## src/dag_pkg.sv

```systemverilog
package dag_pkg;
  localparam int unsigned DAG_AW = 16;
  localparam int unsigned DAG_NPTR = 8;
  localparam int unsigned DAG_SELW = 3;
  localparam int unsigned DAG_PAGEW = 9;
  localparam int unsigned DAG_OFSW = 7;
  localparam int unsigned DAG_NPAGE = 512;
  localparam int unsigned DAG_PAGE_WORDS = 128;
  localparam logic [DAG_PAGEW-1:0] DAG_LAST_PAGE = 9'h1ff;
  localparam logic [DAG_AW-1:0] DAG_LAST_PAGE_BASE = 16'hff80;

  // axi-lite map, 32-bit words
  localparam logic [7:0] DAG_REG_CTRL = 8'h00;
  localparam logic [7:0] DAG_REG_STAT = 8'h04;
  localparam logic [7:0] DAG_REG_PTR0 = 8'h20;
  localparam logic [7:0] DAG_PTR_MASK = 8'he0;
  localparam int unsigned DAG_CTRL_SEL_LSB = 0;
  localparam int unsigned DAG_CTRL_PAGE_LSB = 16;
  localparam int unsigned DAG_STAT_BAK_LSB = 0;
  localparam int unsigned DAG_STAT_CMP_BIT = 8;
  localparam logic [1:0] DAG_RESP_OKAY = 2'b00;
  localparam logic [1:0] DAG_RESP_SLVERR = 2'b10;

  typedef enum logic [2:0] {
    DAG_OP_NONE,
    DAG_OP_INC,
    DAG_OP_DEC,
    DAG_OP_ADD,
    DAG_OP_SUB,
    DAG_OP_ADD_REV,
    DAG_OP_SUB_REV,
    DAG_OP_CMP
  } dag_op_e;

  typedef enum logic [1:0] {
    DAG_CMP_EQ,
    DAG_CMP_LT,
    DAG_CMP_GT,
    DAG_CMP_NE
  } dag_cmp_e;
endpackage

```

## src/dag_arith_if.sv

```systemverilog
`timescale 1ns/100ps
interface dag_arith_if;
  import dag_pkg::*;
  logic [DAG_AW-1:0] ptr;
  logic [DAG_AW-1:0] index;
  dag_op_e op;
  dag_cmp_e cmp_kind;
  logic [DAG_AW-1:0] result;
  logic cmp_true;
  modport core (output ptr, output index, output op, output cmp_kind, input result, input cmp_true);
  modport unit (input ptr, input index, input op, input cmp_kind, output result, output cmp_true);
endinterface

```

## src/dag_core.sv

```systemverilog
`timescale 1ns/100ps
module dag_core
  import dag_pkg::*;
(
  // clock and reset
  input wire logic aclk,
  input wire logic aresetn,
  // decoder side, one request per cycle
  input wire logic addr_req,
  input wire logic addr_indirect,
  input wire logic addr_is_write,
  input wire logic [dag_pkg::DAG_OFSW-1:0] instr_offset,
  input wire dag_pkg::dag_op_e ptr_op,
  input wire dag_pkg::dag_cmp_e ptr_cmp_kind,
  input wire logic next_sel_load,
  input wire logic [dag_pkg::DAG_SELW-1:0] next_sel,
  input wire logic page_load,
  input wire logic [dag_pkg::DAG_PAGEW-1:0] page_value,
  // data memory address buses, compare flag and selector/page fields
  output logic [dag_pkg::DAG_AW-1:0] rd_addr,
  output logic rd_addr_valid,
  output logic [dag_pkg::DAG_AW-1:0] wr_addr,
  output logic wr_addr_valid,
  output logic cmp_flag,
  output logic [dag_pkg::DAG_SELW-1:0] pointer_select_field,
  output logic [dag_pkg::DAG_SELW-1:0] pointer_select_backup,
  output logic [dag_pkg::DAG_PAGEW-1:0] page_select_field,
  // axi4-lite slave
  input wire logic [7:0] s_axi_awaddr,
  input wire logic s_axi_awvalid,
  output logic s_axi_awready,
  input wire logic [31:0] s_axi_wdata,
  input wire logic [3:0] s_axi_wstrb,
  input wire logic s_axi_wvalid,
  output logic s_axi_wready,
  output logic [1:0] s_axi_bresp,
  output logic s_axi_bvalid,
  input wire logic s_axi_bready,
  input wire logic [7:0] s_axi_araddr,
  input wire logic s_axi_arvalid,
  output logic s_axi_arready,
  output logic [31:0] s_axi_rdata,
  output logic [1:0] s_axi_rresp,
  output logic s_axi_rvalid,
  input wire logic s_axi_rready
);
  import dag_pkg::*;

  dag_arith_if au();

  logic [DAG_AW-1:0] pointer_regs_r [DAG_NPTR];
  logic [DAG_AW-1:0] pointer_regs_nxt [DAG_NPTR];
  logic [DAG_SELW-1:0] sel_r, sel_nxt;
  logic [DAG_SELW-1:0] bak_r, bak_nxt;
  logic [DAG_PAGEW-1:0] page_r, page_nxt;
  logic cmp_r, cmp_nxt;
  logic [DAG_AW-1:0] rd_addr_r, rd_addr_nxt, wr_addr_r, wr_addr_nxt;
  logic rd_v_r, rd_v_nxt, wr_v_r, wr_v_nxt;

  logic aw_hold_r, aw_hold_nxt, w_hold_r, w_hold_nxt;
  logic [7:0] awaddr_r, awaddr_nxt;
  logic [31:0] wdata_r, wdata_nxt;
  logic [3:0] wstrb_r, wstrb_nxt;
  logic bvalid_r, bvalid_nxt;
  logic [1:0] bresp_r, bresp_nxt;
  logic rvalid_r, rvalid_nxt;
  logic [31:0] rdata_r, rdata_nxt;
  logic [1:0] rresp_r, rresp_nxt;
  // readies are flops of their own so every port leaves a register
  logic awready_r, awready_nxt, wready_r, wready_nxt, arready_r, arready_nxt;

  logic [DAG_AW-1:0] cur_ptr;
  logic [DAG_AW-1:0] eff_addr;
  logic do_write;
  logic [31:0] merged;

  assign cur_ptr = pointer_regs_r[sel_r];
  // pointer 0 serves as index for add/sub and compare
  assign au.ptr = cur_ptr;
  assign au.index = pointer_regs_r[0];
  assign au.op = ptr_op;
  assign au.cmp_kind = ptr_cmp_kind;

  dag_arith_unit u_arith (
    .au(au)
  );

  // page in the upper nine bits, offset below: 512 pages of 128 words
  always_comb begin
    if (addr_indirect) begin
      eff_addr = cur_ptr;
    end else begin
      eff_addr = {page_r, instr_offset};
    end
  end

  assign do_write = aw_hold_r && w_hold_r && !bvalid_r;

  always_comb begin
    merged = wdata_r;
    if (awaddr_r == DAG_REG_CTRL) begin
      merged = 32'h0;
      merged[DAG_CTRL_SEL_LSB +: DAG_SELW] = sel_r;
      merged[DAG_CTRL_PAGE_LSB +: DAG_PAGEW] = page_r;
    end else if ((awaddr_r & DAG_PTR_MASK) == DAG_REG_PTR0) begin
      merged = {16'h0, pointer_regs_r[awaddr_r[4:2]]};
    end
    for (int b = 0; b < 4; b++) begin
      if (wstrb_r[b]) begin
        merged[8*b +: 8] = wdata_r[8*b +: 8];
      end
    end
  end

  // datapath next state
  always_comb begin
    for (int i = 0; i < DAG_NPTR; i++) begin
      pointer_regs_nxt[i] = pointer_regs_r[i];
    end
    sel_nxt = sel_r;
    bak_nxt = bak_r;
    page_nxt = page_r;
    cmp_nxt = cmp_r;
    rd_addr_nxt = rd_addr_r;
    wr_addr_nxt = wr_addr_r;
    rd_v_nxt = 1'b0;
    wr_v_nxt = 1'b0;
    // software writes first so decoder actions in the same cycle win
    if (do_write && awaddr_r == DAG_REG_CTRL) begin
      sel_nxt = merged[DAG_CTRL_SEL_LSB +: DAG_SELW];
      page_nxt = merged[DAG_CTRL_PAGE_LSB +: DAG_PAGEW];
      bak_nxt = sel_r;
    end
    if (do_write && (awaddr_r & DAG_PTR_MASK) == DAG_REG_PTR0) begin
      pointer_regs_nxt[awaddr_r[4:2]] = merged[DAG_AW-1:0];
    end
    if (addr_req) begin
      // a new address every cycle, no stall
      if (addr_is_write) begin
        wr_addr_nxt = eff_addr;
        wr_v_nxt = 1'b1;
      end else begin
        rd_addr_nxt = eff_addr;
        rd_v_nxt = 1'b1;
      end
    end
    // post-modify: the address above already used the old pointer
    if (ptr_op == DAG_OP_CMP) begin
      cmp_nxt = au.cmp_true;
    end else if (ptr_op != DAG_OP_NONE) begin
      pointer_regs_nxt[sel_r] = au.result;
    end
    if (page_load) begin
      page_nxt = page_value;
    end
    if (next_sel_load) begin
      sel_nxt = next_sel;
      bak_nxt = sel_r;
    end
  end

  // bus slave next state
  always_comb begin
    aw_hold_nxt = aw_hold_r;
    w_hold_nxt = w_hold_r;
    awaddr_nxt = awaddr_r;
    wdata_nxt = wdata_r;
    wstrb_nxt = wstrb_r;
    bvalid_nxt = bvalid_r;
    bresp_nxt = bresp_r;
    rvalid_nxt = rvalid_r;
    rdata_nxt = rdata_r;
    rresp_nxt = rresp_r;
    if (s_axi_awvalid && !aw_hold_r) begin
      aw_hold_nxt = 1'b1;
      awaddr_nxt = s_axi_awaddr;
    end
    if (s_axi_wvalid && !w_hold_r) begin
      w_hold_nxt = 1'b1;
      wdata_nxt = s_axi_wdata;
      wstrb_nxt = s_axi_wstrb;
    end
    if (do_write) begin
      aw_hold_nxt = 1'b0;
      w_hold_nxt = 1'b0;
      bvalid_nxt = 1'b1;
      if (awaddr_r == DAG_REG_CTRL || (awaddr_r & DAG_PTR_MASK) == DAG_REG_PTR0) begin
        bresp_nxt = DAG_RESP_OKAY;
      end else begin
        bresp_nxt = DAG_RESP_SLVERR;
      end
    end
    if (bvalid_r && s_axi_bready) begin
      bvalid_nxt = 1'b0;
    end
    if (s_axi_arvalid && !rvalid_r) begin
      rvalid_nxt = 1'b1;
      rresp_nxt = DAG_RESP_OKAY;
      rdata_nxt = 32'h0;
      if (s_axi_araddr == DAG_REG_CTRL) begin
        rdata_nxt[DAG_CTRL_SEL_LSB +: DAG_SELW] = sel_r;
        rdata_nxt[DAG_CTRL_PAGE_LSB +: DAG_PAGEW] = page_r;
      end else if (s_axi_araddr == DAG_REG_STAT) begin
        rdata_nxt[DAG_STAT_BAK_LSB +: DAG_SELW] = bak_r;
        rdata_nxt[DAG_STAT_CMP_BIT] = cmp_r;
      end else if ((s_axi_araddr & DAG_PTR_MASK) == DAG_REG_PTR0) begin
        rdata_nxt[DAG_AW-1:0] = pointer_regs_r[s_axi_araddr[4:2]];
      end else begin
        rresp_nxt = DAG_RESP_SLVERR;
      end
    end
    if (rvalid_r && s_axi_rready) begin
      rvalid_nxt = 1'b0;
    end
    // ready tracks an empty slot one edge ahead, so it stays a plain flop
    awready_nxt = !aw_hold_nxt;
    wready_nxt = !w_hold_nxt;
    arready_nxt = !rvalid_nxt;
  end

  always_ff @(posedge aclk) begin
    if (!aresetn) begin
      for (int i = 0; i < DAG_NPTR; i++) begin
        pointer_regs_r[i] <= 16'h0000;
      end
      sel_r <= 3'h0;
      bak_r <= 3'h0;
      page_r <= 9'h000;
      cmp_r <= 1'b0;
      rd_addr_r <= 16'h0000;
      wr_addr_r <= 16'h0000;
      rd_v_r <= 1'b0;
      wr_v_r <= 1'b0;
      aw_hold_r <= 1'b0;
      w_hold_r <= 1'b0;
      awaddr_r <= 8'h00;
      wdata_r <= 32'h0;
      wstrb_r <= 4'h0;
      bvalid_r <= 1'b0;
      bresp_r <= 2'b00;
      rvalid_r <= 1'b0;
      rdata_r <= 32'h0;
      rresp_r <= 2'b00;
      awready_r <= 1'b1;
      wready_r <= 1'b1;
      arready_r <= 1'b1;
    end else begin
      pointer_regs_r <= pointer_regs_nxt;
      sel_r <= sel_nxt;
      bak_r <= bak_nxt;
      page_r <= page_nxt;
      cmp_r <= cmp_nxt;
      rd_addr_r <= rd_addr_nxt;
      wr_addr_r <= wr_addr_nxt;
      rd_v_r <= rd_v_nxt;
      wr_v_r <= wr_v_nxt;
      aw_hold_r <= aw_hold_nxt;
      w_hold_r <= w_hold_nxt;
      awaddr_r <= awaddr_nxt;
      wdata_r <= wdata_nxt;
      wstrb_r <= wstrb_nxt;
      bvalid_r <= bvalid_nxt;
      bresp_r <= bresp_nxt;
      rvalid_r <= rvalid_nxt;
      rdata_r <= rdata_nxt;
      rresp_r <= rresp_nxt;
      awready_r <= awready_nxt;
      wready_r <= wready_nxt;
      arready_r <= arready_nxt;
    end
  end

  assign rd_addr = rd_addr_r;
  assign rd_addr_valid = rd_v_r;
  assign wr_addr = wr_addr_r;
  assign wr_addr_valid = wr_v_r;
  assign cmp_flag = cmp_r;
  assign pointer_select_field = sel_r;
  assign pointer_select_backup = bak_r;
  assign page_select_field = page_r;
  // ready high only while the slot is empty, also during reset
  assign s_axi_awready = awready_r;
  assign s_axi_wready = wready_r;
  assign s_axi_bvalid = bvalid_r;
  assign s_axi_bresp = bresp_r;
  assign s_axi_arready = arready_r;
  assign s_axi_rvalid = rvalid_r;
  assign s_axi_rdata = rdata_r;
  assign s_axi_rresp = rresp_r;
endmodule

```

## src/dag_arith_unit.sv

```systemverilog
`timescale 1ns/100ps
module dag_arith_unit
  import dag_pkg::*;
(
  dag_arith_if.unit au
);
  logic [DAG_AW-1:0] ptr_rev;
  logic [DAG_AW-1:0] idx_rev;
  logic [DAG_AW-1:0] sum_rev;
  logic [DAG_AW-1:0] dif_rev;
  logic [DAG_AW-1:0] sum_rev_back;
  logic [DAG_AW-1:0] dif_rev_back;

  // carry runs msb to lsb: reverse, add, reverse back
  genvar g;
  generate
    for (g = 0; g < DAG_AW; g++) begin : g_rev
      assign ptr_rev[g] = au.ptr[DAG_AW-1-g];
      assign idx_rev[g] = au.index[DAG_AW-1-g];
      assign sum_rev_back[g] = sum_rev[DAG_AW-1-g];
      assign dif_rev_back[g] = dif_rev[DAG_AW-1-g];
    end
  endgenerate

  always_comb begin
    sum_rev = ptr_rev + idx_rev;
    dif_rev = ptr_rev - idx_rev;
    au.result = au.ptr;
    case (au.op)
      DAG_OP_INC: au.result = au.ptr + 16'h0001;
      DAG_OP_DEC: au.result = au.ptr - 16'h0001;
      DAG_OP_ADD: au.result = au.ptr + au.index;
      DAG_OP_SUB: au.result = au.ptr - au.index;
      DAG_OP_ADD_REV: au.result = sum_rev_back;
      DAG_OP_SUB_REV: au.result = dif_rev_back;
      default: au.result = au.ptr;
    endcase
  end

  always_comb begin
    case (au.cmp_kind)
      DAG_CMP_EQ: au.cmp_true = (au.ptr == au.index);
      DAG_CMP_LT: au.cmp_true = (au.ptr < au.index);
      DAG_CMP_GT: au.cmp_true = (au.ptr > au.index);
      default: au.cmp_true = (au.ptr != au.index);
    endcase
  end
endmodule

```

## config.mk

```make
export PLATFORM = sky130hd
export DESIGN_NAME = dag_core
export DESIGN_NICKNAME = d
export VERILOG_FILES = /design/src/dag_pkg.sv /design/src/dag_arith_if.sv /design/src/dag_core.sv /design/src/dag_arith_unit.sv
export SDC_FILE = /design/constraint.sdc
export NUM_CORES = 1
export LEC_CHECK = 0
export BUFFER_PORTS_ARGS = -buffer_cell sky130_fd_sc_hd__buf_4
export CORE_MARGIN = 8
export CORE_UTILIZATION = 55
export DETAILED_ROUTE_END_ITERATION = 6
export HOLD_SLACK_MARGIN = 0.08
export PLACE_DENSITY = 0.77
export REMOVE_ABC_BUFFERS = 1
export SLEW_MARGIN = 40
export SYNTH_ARGS = -nofsm -noshare
export SYNTH_HDL_FRONTEND = slang
export SYNTH_SLANG_ARGS = --single-unit
```

## constraint.sdc

```tcl
create_clock -name aclk -period 10.99 [get_ports aclk]
set_input_delay 0.5495 -clock aclk [delete_from_list [all_inputs] [get_ports aclk]]
set_output_delay 0.5495 -clock aclk [all_outputs]
set_load 0.1 [all_outputs]
```

==> results of run 1 <==
## Yosys cell counts (all sizes together), types with 26 or more instances
master,n
a211oi,26
a21oi,232
a31oi,51
buf,79
clkbuf,95
dfxtp,249
ha,47
inv,58
mux2,34
mux2i,93
mux4,72
nand2,264
nand3,33
nor2,178
nor3,33
o211a,34
o21ai,202
## power by group
part / leakage (nW) / internal [mW] / total [mW] / switching, mW
clock network: 0.465 / 0.602 / 0.985 / 0.382
registers: 2.03 / 0.955 / 1.02 / 0.0668
logic: 5.62 / 0.426 / 1.28 / 0.851
## registers in the layout, summed over array words and instances (netlist names), 3 cells and up
name / cells
rd_addr: 16
au.index: 16
pointer_select_backup: 3
page_select_field: 9
s_axi_rdata: 25
awaddr_r: 8
wstrb_r: 4
pointer_regs_r: 112
wdata_r: 25
pointer_select_field: 3
wr_addr: 16
## final cells by class
cell class | count | area share
Multi-Input combinational cell | 1644 | 0.588
Timing Repair Buffer | 190 | 0.0735
Clock buffer | 35 | 0.0388
Tap cell | 402 | 0.0255
Clock inverter | 10 | 0.00901
Inverter | 62 | 0.0121
Sequential cell | 249 | 0.253
## metal layers
| layer | vias to the layer above | share of wire |
|---|---|---|
| met5 | - | 0.00021 |
| met4 | 2 | 0.058 |
| met3 | 233 | 0.12 |
| met2 | 1328 | 0.44 |
| met1 | 8393 | 0.38 |
| li1 | 7938 | - |
## metrics by stage
stage,hold WS (ps),util
floorplan,434,-
global placement,440,0.593
detailed placement,447,0.595
CTS,243,0.625
global route,256,0.627
finish,248,0.627
## cells by family after synthesis
logic type	synth area share
AO/OA/AOI/OAI	0.275
AND/OR/NAND/NOR	0.164
flip-flops	0.285
buffers and inverters	0.0597
multiplexers	0.168
adder cells (fa/ha/maj)	0.0382
XOR/XNOR	0.0105
other	0.000214
## worst max-delay path by stage
stage / start / endpoint / slack (ps) / cells past startpoint
2_1_floorplan: pointer_select_field[2]$_SDFFE_PN0P_ / au.index[12]$_SDFF_PN0_ / 5710 / 14
3_3_place_gp: pointer_select_field[1]$_SDFFE_PN0P_ / au.index[3]$_SDFF_PN0_ / 5810 / 12
3_5_place_dp: pointer_select_field[1]$_SDFFE_PN0P_ / au.index[3]$_SDFF_PN0_ / 5770 / 12
4_1_cts: pointer_select_field[1]$_SDFFE_PN0P_ / pointer_regs_r[67]$_SDFF_PN0_ / 5760 / 12
5_1_grt: pointer_select_field[1]$_SDFFE_PN0P_ / pointer_regs_r[61]$_SDFF_PN0_ / 5370 / 12
6_report: pointer_select_field[1]$_SDFFE_PN0P_ / pointer_regs_r[77]$_SDFF_PN0_ / 5560 / 12
## tightest hold or removal path, delay by kind of cell
family,cells,cell delay (ps)
buffers and inverters,1,80
muxes,1,50
and+or+nand+nor,1,70
==> results.toml, run 1 <==
[power_and_ir_drop]
peakVddDrop_v = 0.000128
cellLeakagePower_nw = 8.12
power_mw = 3.28
powerDensity_nw_per_um2 = 167

[worst_hold_path]
holdPathStages = 3
hp-start = "s_axi_awaddr[2]"
min_to = "awaddr_r[2]$_SDFFE_PN0P_"
hold_class = "primary input to register"

[cells_and_area]
mostFrequentLayoutCells = "nand2_1, dfxtp_1, a21oi_1"
area_delta_synth_final_pct = 12.7
drive_gt1_frac = 0.188
multi_input_area_um2 = 11600
seq_area_um2 = 4990
nets = 2313
post-route-cell-area_um2 = 19700
final_cells = 2592
antenna_cells = 0
layout_commonest_cell = "nand2_1"
fill_cells = 2667

[place]
portBuffers = 162
dpl.hpwl_mm = 43.7
place_area_um2 = 18700
gp_congestion = 0.988
post-place-ws_ps = 5770
dp.cells = 2546

[worst_setup_path]
slowest_delay_ps = 840
cp.arrival_ps = 5830
crit_family = "compound AO/OA/AOI/OAI gates"
reg2regPathDepth = 12
cp_data_required_time_ps = 11390
critPathBufInv = 2
start_kind = "register"
worstPathCellList = "buf_4 -> mux4_2 -> mux2i_1 -> inv_1 -> ha_1 -> nand4_1 -> o21bai_1 -> a21oi_1 -> o41ai_2 -> mux2_2 -> o221ai_2 -> o22ai_1"
slowest_stage = "ha_1"
rr_startpoint = "pointer_select_field[1]$_SDFFE_PN0P_"
cp-end-kind = "register"
r2r-end = "pointer_regs_r[77]$_SDFF_PN0_"
critical_path.max_fanout = 46
crit_type = "register to register"
rrSetupSlack_ps = 5560

[floorplanning]
die_w_um = 194
fp.coreArea_um2 = 31500
io_pins = 179
die_h_um = 194
initial_core_util = 0.556
die-area_um2 = 37800
num_rows = 65

[flow_run]
drv_cap = 0

[yosys]
synth_top_cell_by_area = "dfxtp_1"
netlist_instances = 2121
synth_seq_cells = 249
synthArstFlopShare = 0
synth_area_leaders = "dfxtp_1, mux4_2, a21oi_1"
synth_top_area_frac = 0.285
yosysUniqueCellTypes = 104
ys.flop_type = "dfxtp_1"
synth_edf_count = 0
synth-seq-area-share = 0.285
ys_warn_count = 0
netlist_area_um2 = 17500
syn_area_per_cell_um2 = 8.25

[sta]
setup_viol = 0
fin_worst_skew_ps = 19.0
fin_crit_sh = 0.494
min_period_ps = 5430
slew_headroom = 0.375
finalMaxSlewViolations = 0
hold_violations = 0
timing.setup.tns_ps = 0
rsz0062_at_grt = "no"
worstMarginPinSlew_ps = 912
worst_slack_ps = 5560
fmax_mhz = 184

[global_routing]
met2_usage = 0.487
overflow = 0
grt_pass1_vias = 16900
grt_pass1_wl_mm = 96.9
grt.busiest_layer = "met2"
grt_usage = 0.318
grt_max_degree = 84
met1_usage = 0.420
antenna_found_initial = 1
grt_use_met3 = 0.0568

[detailed_routing]
initialDrtViolationCount = 2583
drc = 0
drt-vias-per-instance = 6.90
vias = 17900
wl_per_cell_um = 24.4
drt-total-wl_mm = 63.2
drt_first_pass_iters = 6
ant_nets = 0

[run_status]
status = "complete, no violations"

[clock_network]
clock-sinks = 249
clock_path_buffers = 3
cts_resized = 0
htree_levels = 1
clock-root-buffer = "clkbuf_16"
clkTransAtPathRegs_ps = 60
insertion_delay_ps = 540
cts_setup_buffers = 0
cts_buffers = 27
tritoncts = "yes"
ctsHoldBuffers = 0
Power figures use the tool's default switching activity.
==> run 2: changes to the inputs <==
Clock period 10.99 ns to 5.1 ns, I/O delays scaled along.
==> run 2 against run 1 <==
The run now ends with design-rule violations left. First-iteration DRC count decreased by 4.8%. Count of clock-buffer cells in the layout fell by 2. Maximum frequency increased by 11%. Critical path depth is 1 lower. Wire length rose by 3.8%. Sequential share of layout area decreased by 1.2 points. Via count is 2.5% higher. Utilization increased by 3.0 points. Power grew 120%. Die area unchanged. Global-route usage is 1.3 points higher. Clock power is 120% higher.
==> results.toml, run 2 (synthesis gave the netlist of run 1 again) <==
[floorplanning]
initial_core_util = 0.556
fp.coreArea_um2 = 31500
die_w_um = 194
die-area_um2 = 37800
num_rows = 65
die_h_um = 194
io_pins = 179

[clock_network]
insertion_delay_ps = 550
cts_resized = 0
clkTransAtPathRegs_ps = 70
htree_levels = 1
clock-root-buffer = "clkbuf_16"
tritoncts = "yes"
cts_buffers = 27
clock-sinks = 249
clock_path_buffers = 3

[run_status]
violations = "design-rule violations"
status = "finished with violations"

[global_routing]
grt_use_met3 = 0.0784
grt.busiest_layer = "met2"
grt_pass1_vias = 17800
antenna_found_initial = 1
met1_usage = 0.412
grt_usage = 0.331
overflow = 0
grt_max_degree = 82
met2_usage = 0.524
grt_pass1_wl_mm = 101

[place]
post-place-ws_ps = 583
dpl.hpwl_mm = 44.6
gp_congestion = 1.00
portBuffers = 162
dp.cells = 2589
place_area_um2 = 19100

[flow_run]
drv_cap = 0

[detailed_routing]
drt-total-wl_mm = 65.7
ant_nets = 0
drt-vias-per-instance = 6.80
wl_per_cell_um = 24.4
vias = 18300
initialDrtViolationCount = 2458
drt_first_pass_iters = 7
drc = 5

[power_and_ir_drop]
powerDensity_nw_per_um2 = 353
peakVddDrop_v = 0.000293
power_mw = 7.29
cellLeakagePower_nw = 8.57

[cells_and_area]
mostFrequentLayoutCells = "nand2_1, dfxtp_1, a21oi_1"
antenna_cells = 0
seq_area_um2 = 4990
final_cells = 2697
fill_cells = 2522
drive_gt1_frac = 0.198
area_delta_synth_final_pct = 18.1
nets = 2416
largest_register_ff_count = 112
multi_input_area_um2 = 11600
final_util = 0.656
post-route-cell-area_um2 = 20700
regMostFlops = "pointer_regs_r"
layout_commonest_cell = "nand2_1"

[worst_setup_path]
slowest_stage = "dfxtp_2"
cp.arrival_ps = 5310
cp_common_cell = "a21o_1"
critical_path.max_fanout = 28
start_kind = "register"
slowest_delay_ps = 810
crit_type = "register to register"
cp_data_required_time_ps = 5540
worstPathCellList = "buf_4 -> mux4_2 -> mux2i_1 -> inv_1 -> ha_1 -> a21o_1 -> a21o_1 -> o41a_1 -> o41ai_1 -> o311ai_1 -> dlygate4sd3_1"
cp-end-kind = "register"

[sta]
fin_crit_sh = 0.956
fin_worst_skew_ps = 12.5
min_period_ps = 4870
worstMarginPinSlew_ps = 890
finalMaxSlewViolations = 0
slew_headroom = 0.407
rsz0062_at_grt = "no"
setup_viol = 0
worst_slack_ps = 226
fmax_mhz = 205
hold_violations = 0

[worst_hold_path]
hold_class = "primary input to register"
-- run 2: stage by stage --
stage	hold WS [ps]	setup TNS (ps)
detailed placement	449	0
floorplan	363	-3460
finish	102	0
CTS	96.5	0
global placement	441	0
global route	134	0
-- run 2: layer usage --
layer  up-vias  routed length, um
met5         -                 12
met3       243               8090
li1       8157                  -
met4         2               3640
met2      1337              29300
met1      8604              24600
-- run 2: worst paths after layout --
check                                       start                                end  slack (ps)  cells past startpoint
min reg2reg               wstrb_r[2]$_SDFFE_PN0P_            wstrb_r[2]$_SDFFE_PN0P_         450                      2
min                                     page_load  page_select_field[0]$_SDFFE_PN0P_         100                      3
max reg2reg  pointer_select_field[2]$_SDFFE_PN0P_              cmp_flag$_SDFFE_PN0P_         230                     11
max          pointer_select_field[2]$_SDFFE_PN0P_              cmp_flag$_SDFFE_PN0P_         230                     11
-- run 2: worst max-delay path: cells and delay by family (launching register included) --
family          cells  cell delay (ps)
flops               1              810
mux                 2              890
fa+ha+maj           1              430
buf+inv             3             1170
compound gates      5             1410
-- run 2: timing repair --
item | CTS | global route
endpoints found under the hold margin | 63 | 0
hold buffers | 61 | 0
setup buffers | 0 | 0
setup endpoints to repair | 0 | 0
-- run 2: power by group --
group	internal (mW)	switching [mW]	total, mW
logic	1.06	1.88	2.94
clock network	1.30	0.851	2.16
registers	2.06	0.138	2.20
total	4.42	2.87	7.29
-- run 2: area by class of cell --
type	instances	area share
Inverter	62	0.0115
Multi-Input combinational cell	1644	0.560
Sequential cell	249	0.242
Clock inverter	14	0.0116
Tap cell	402	0.0243
Timing Repair Buffer	293	0.116
Clock buffer	33	0.0348
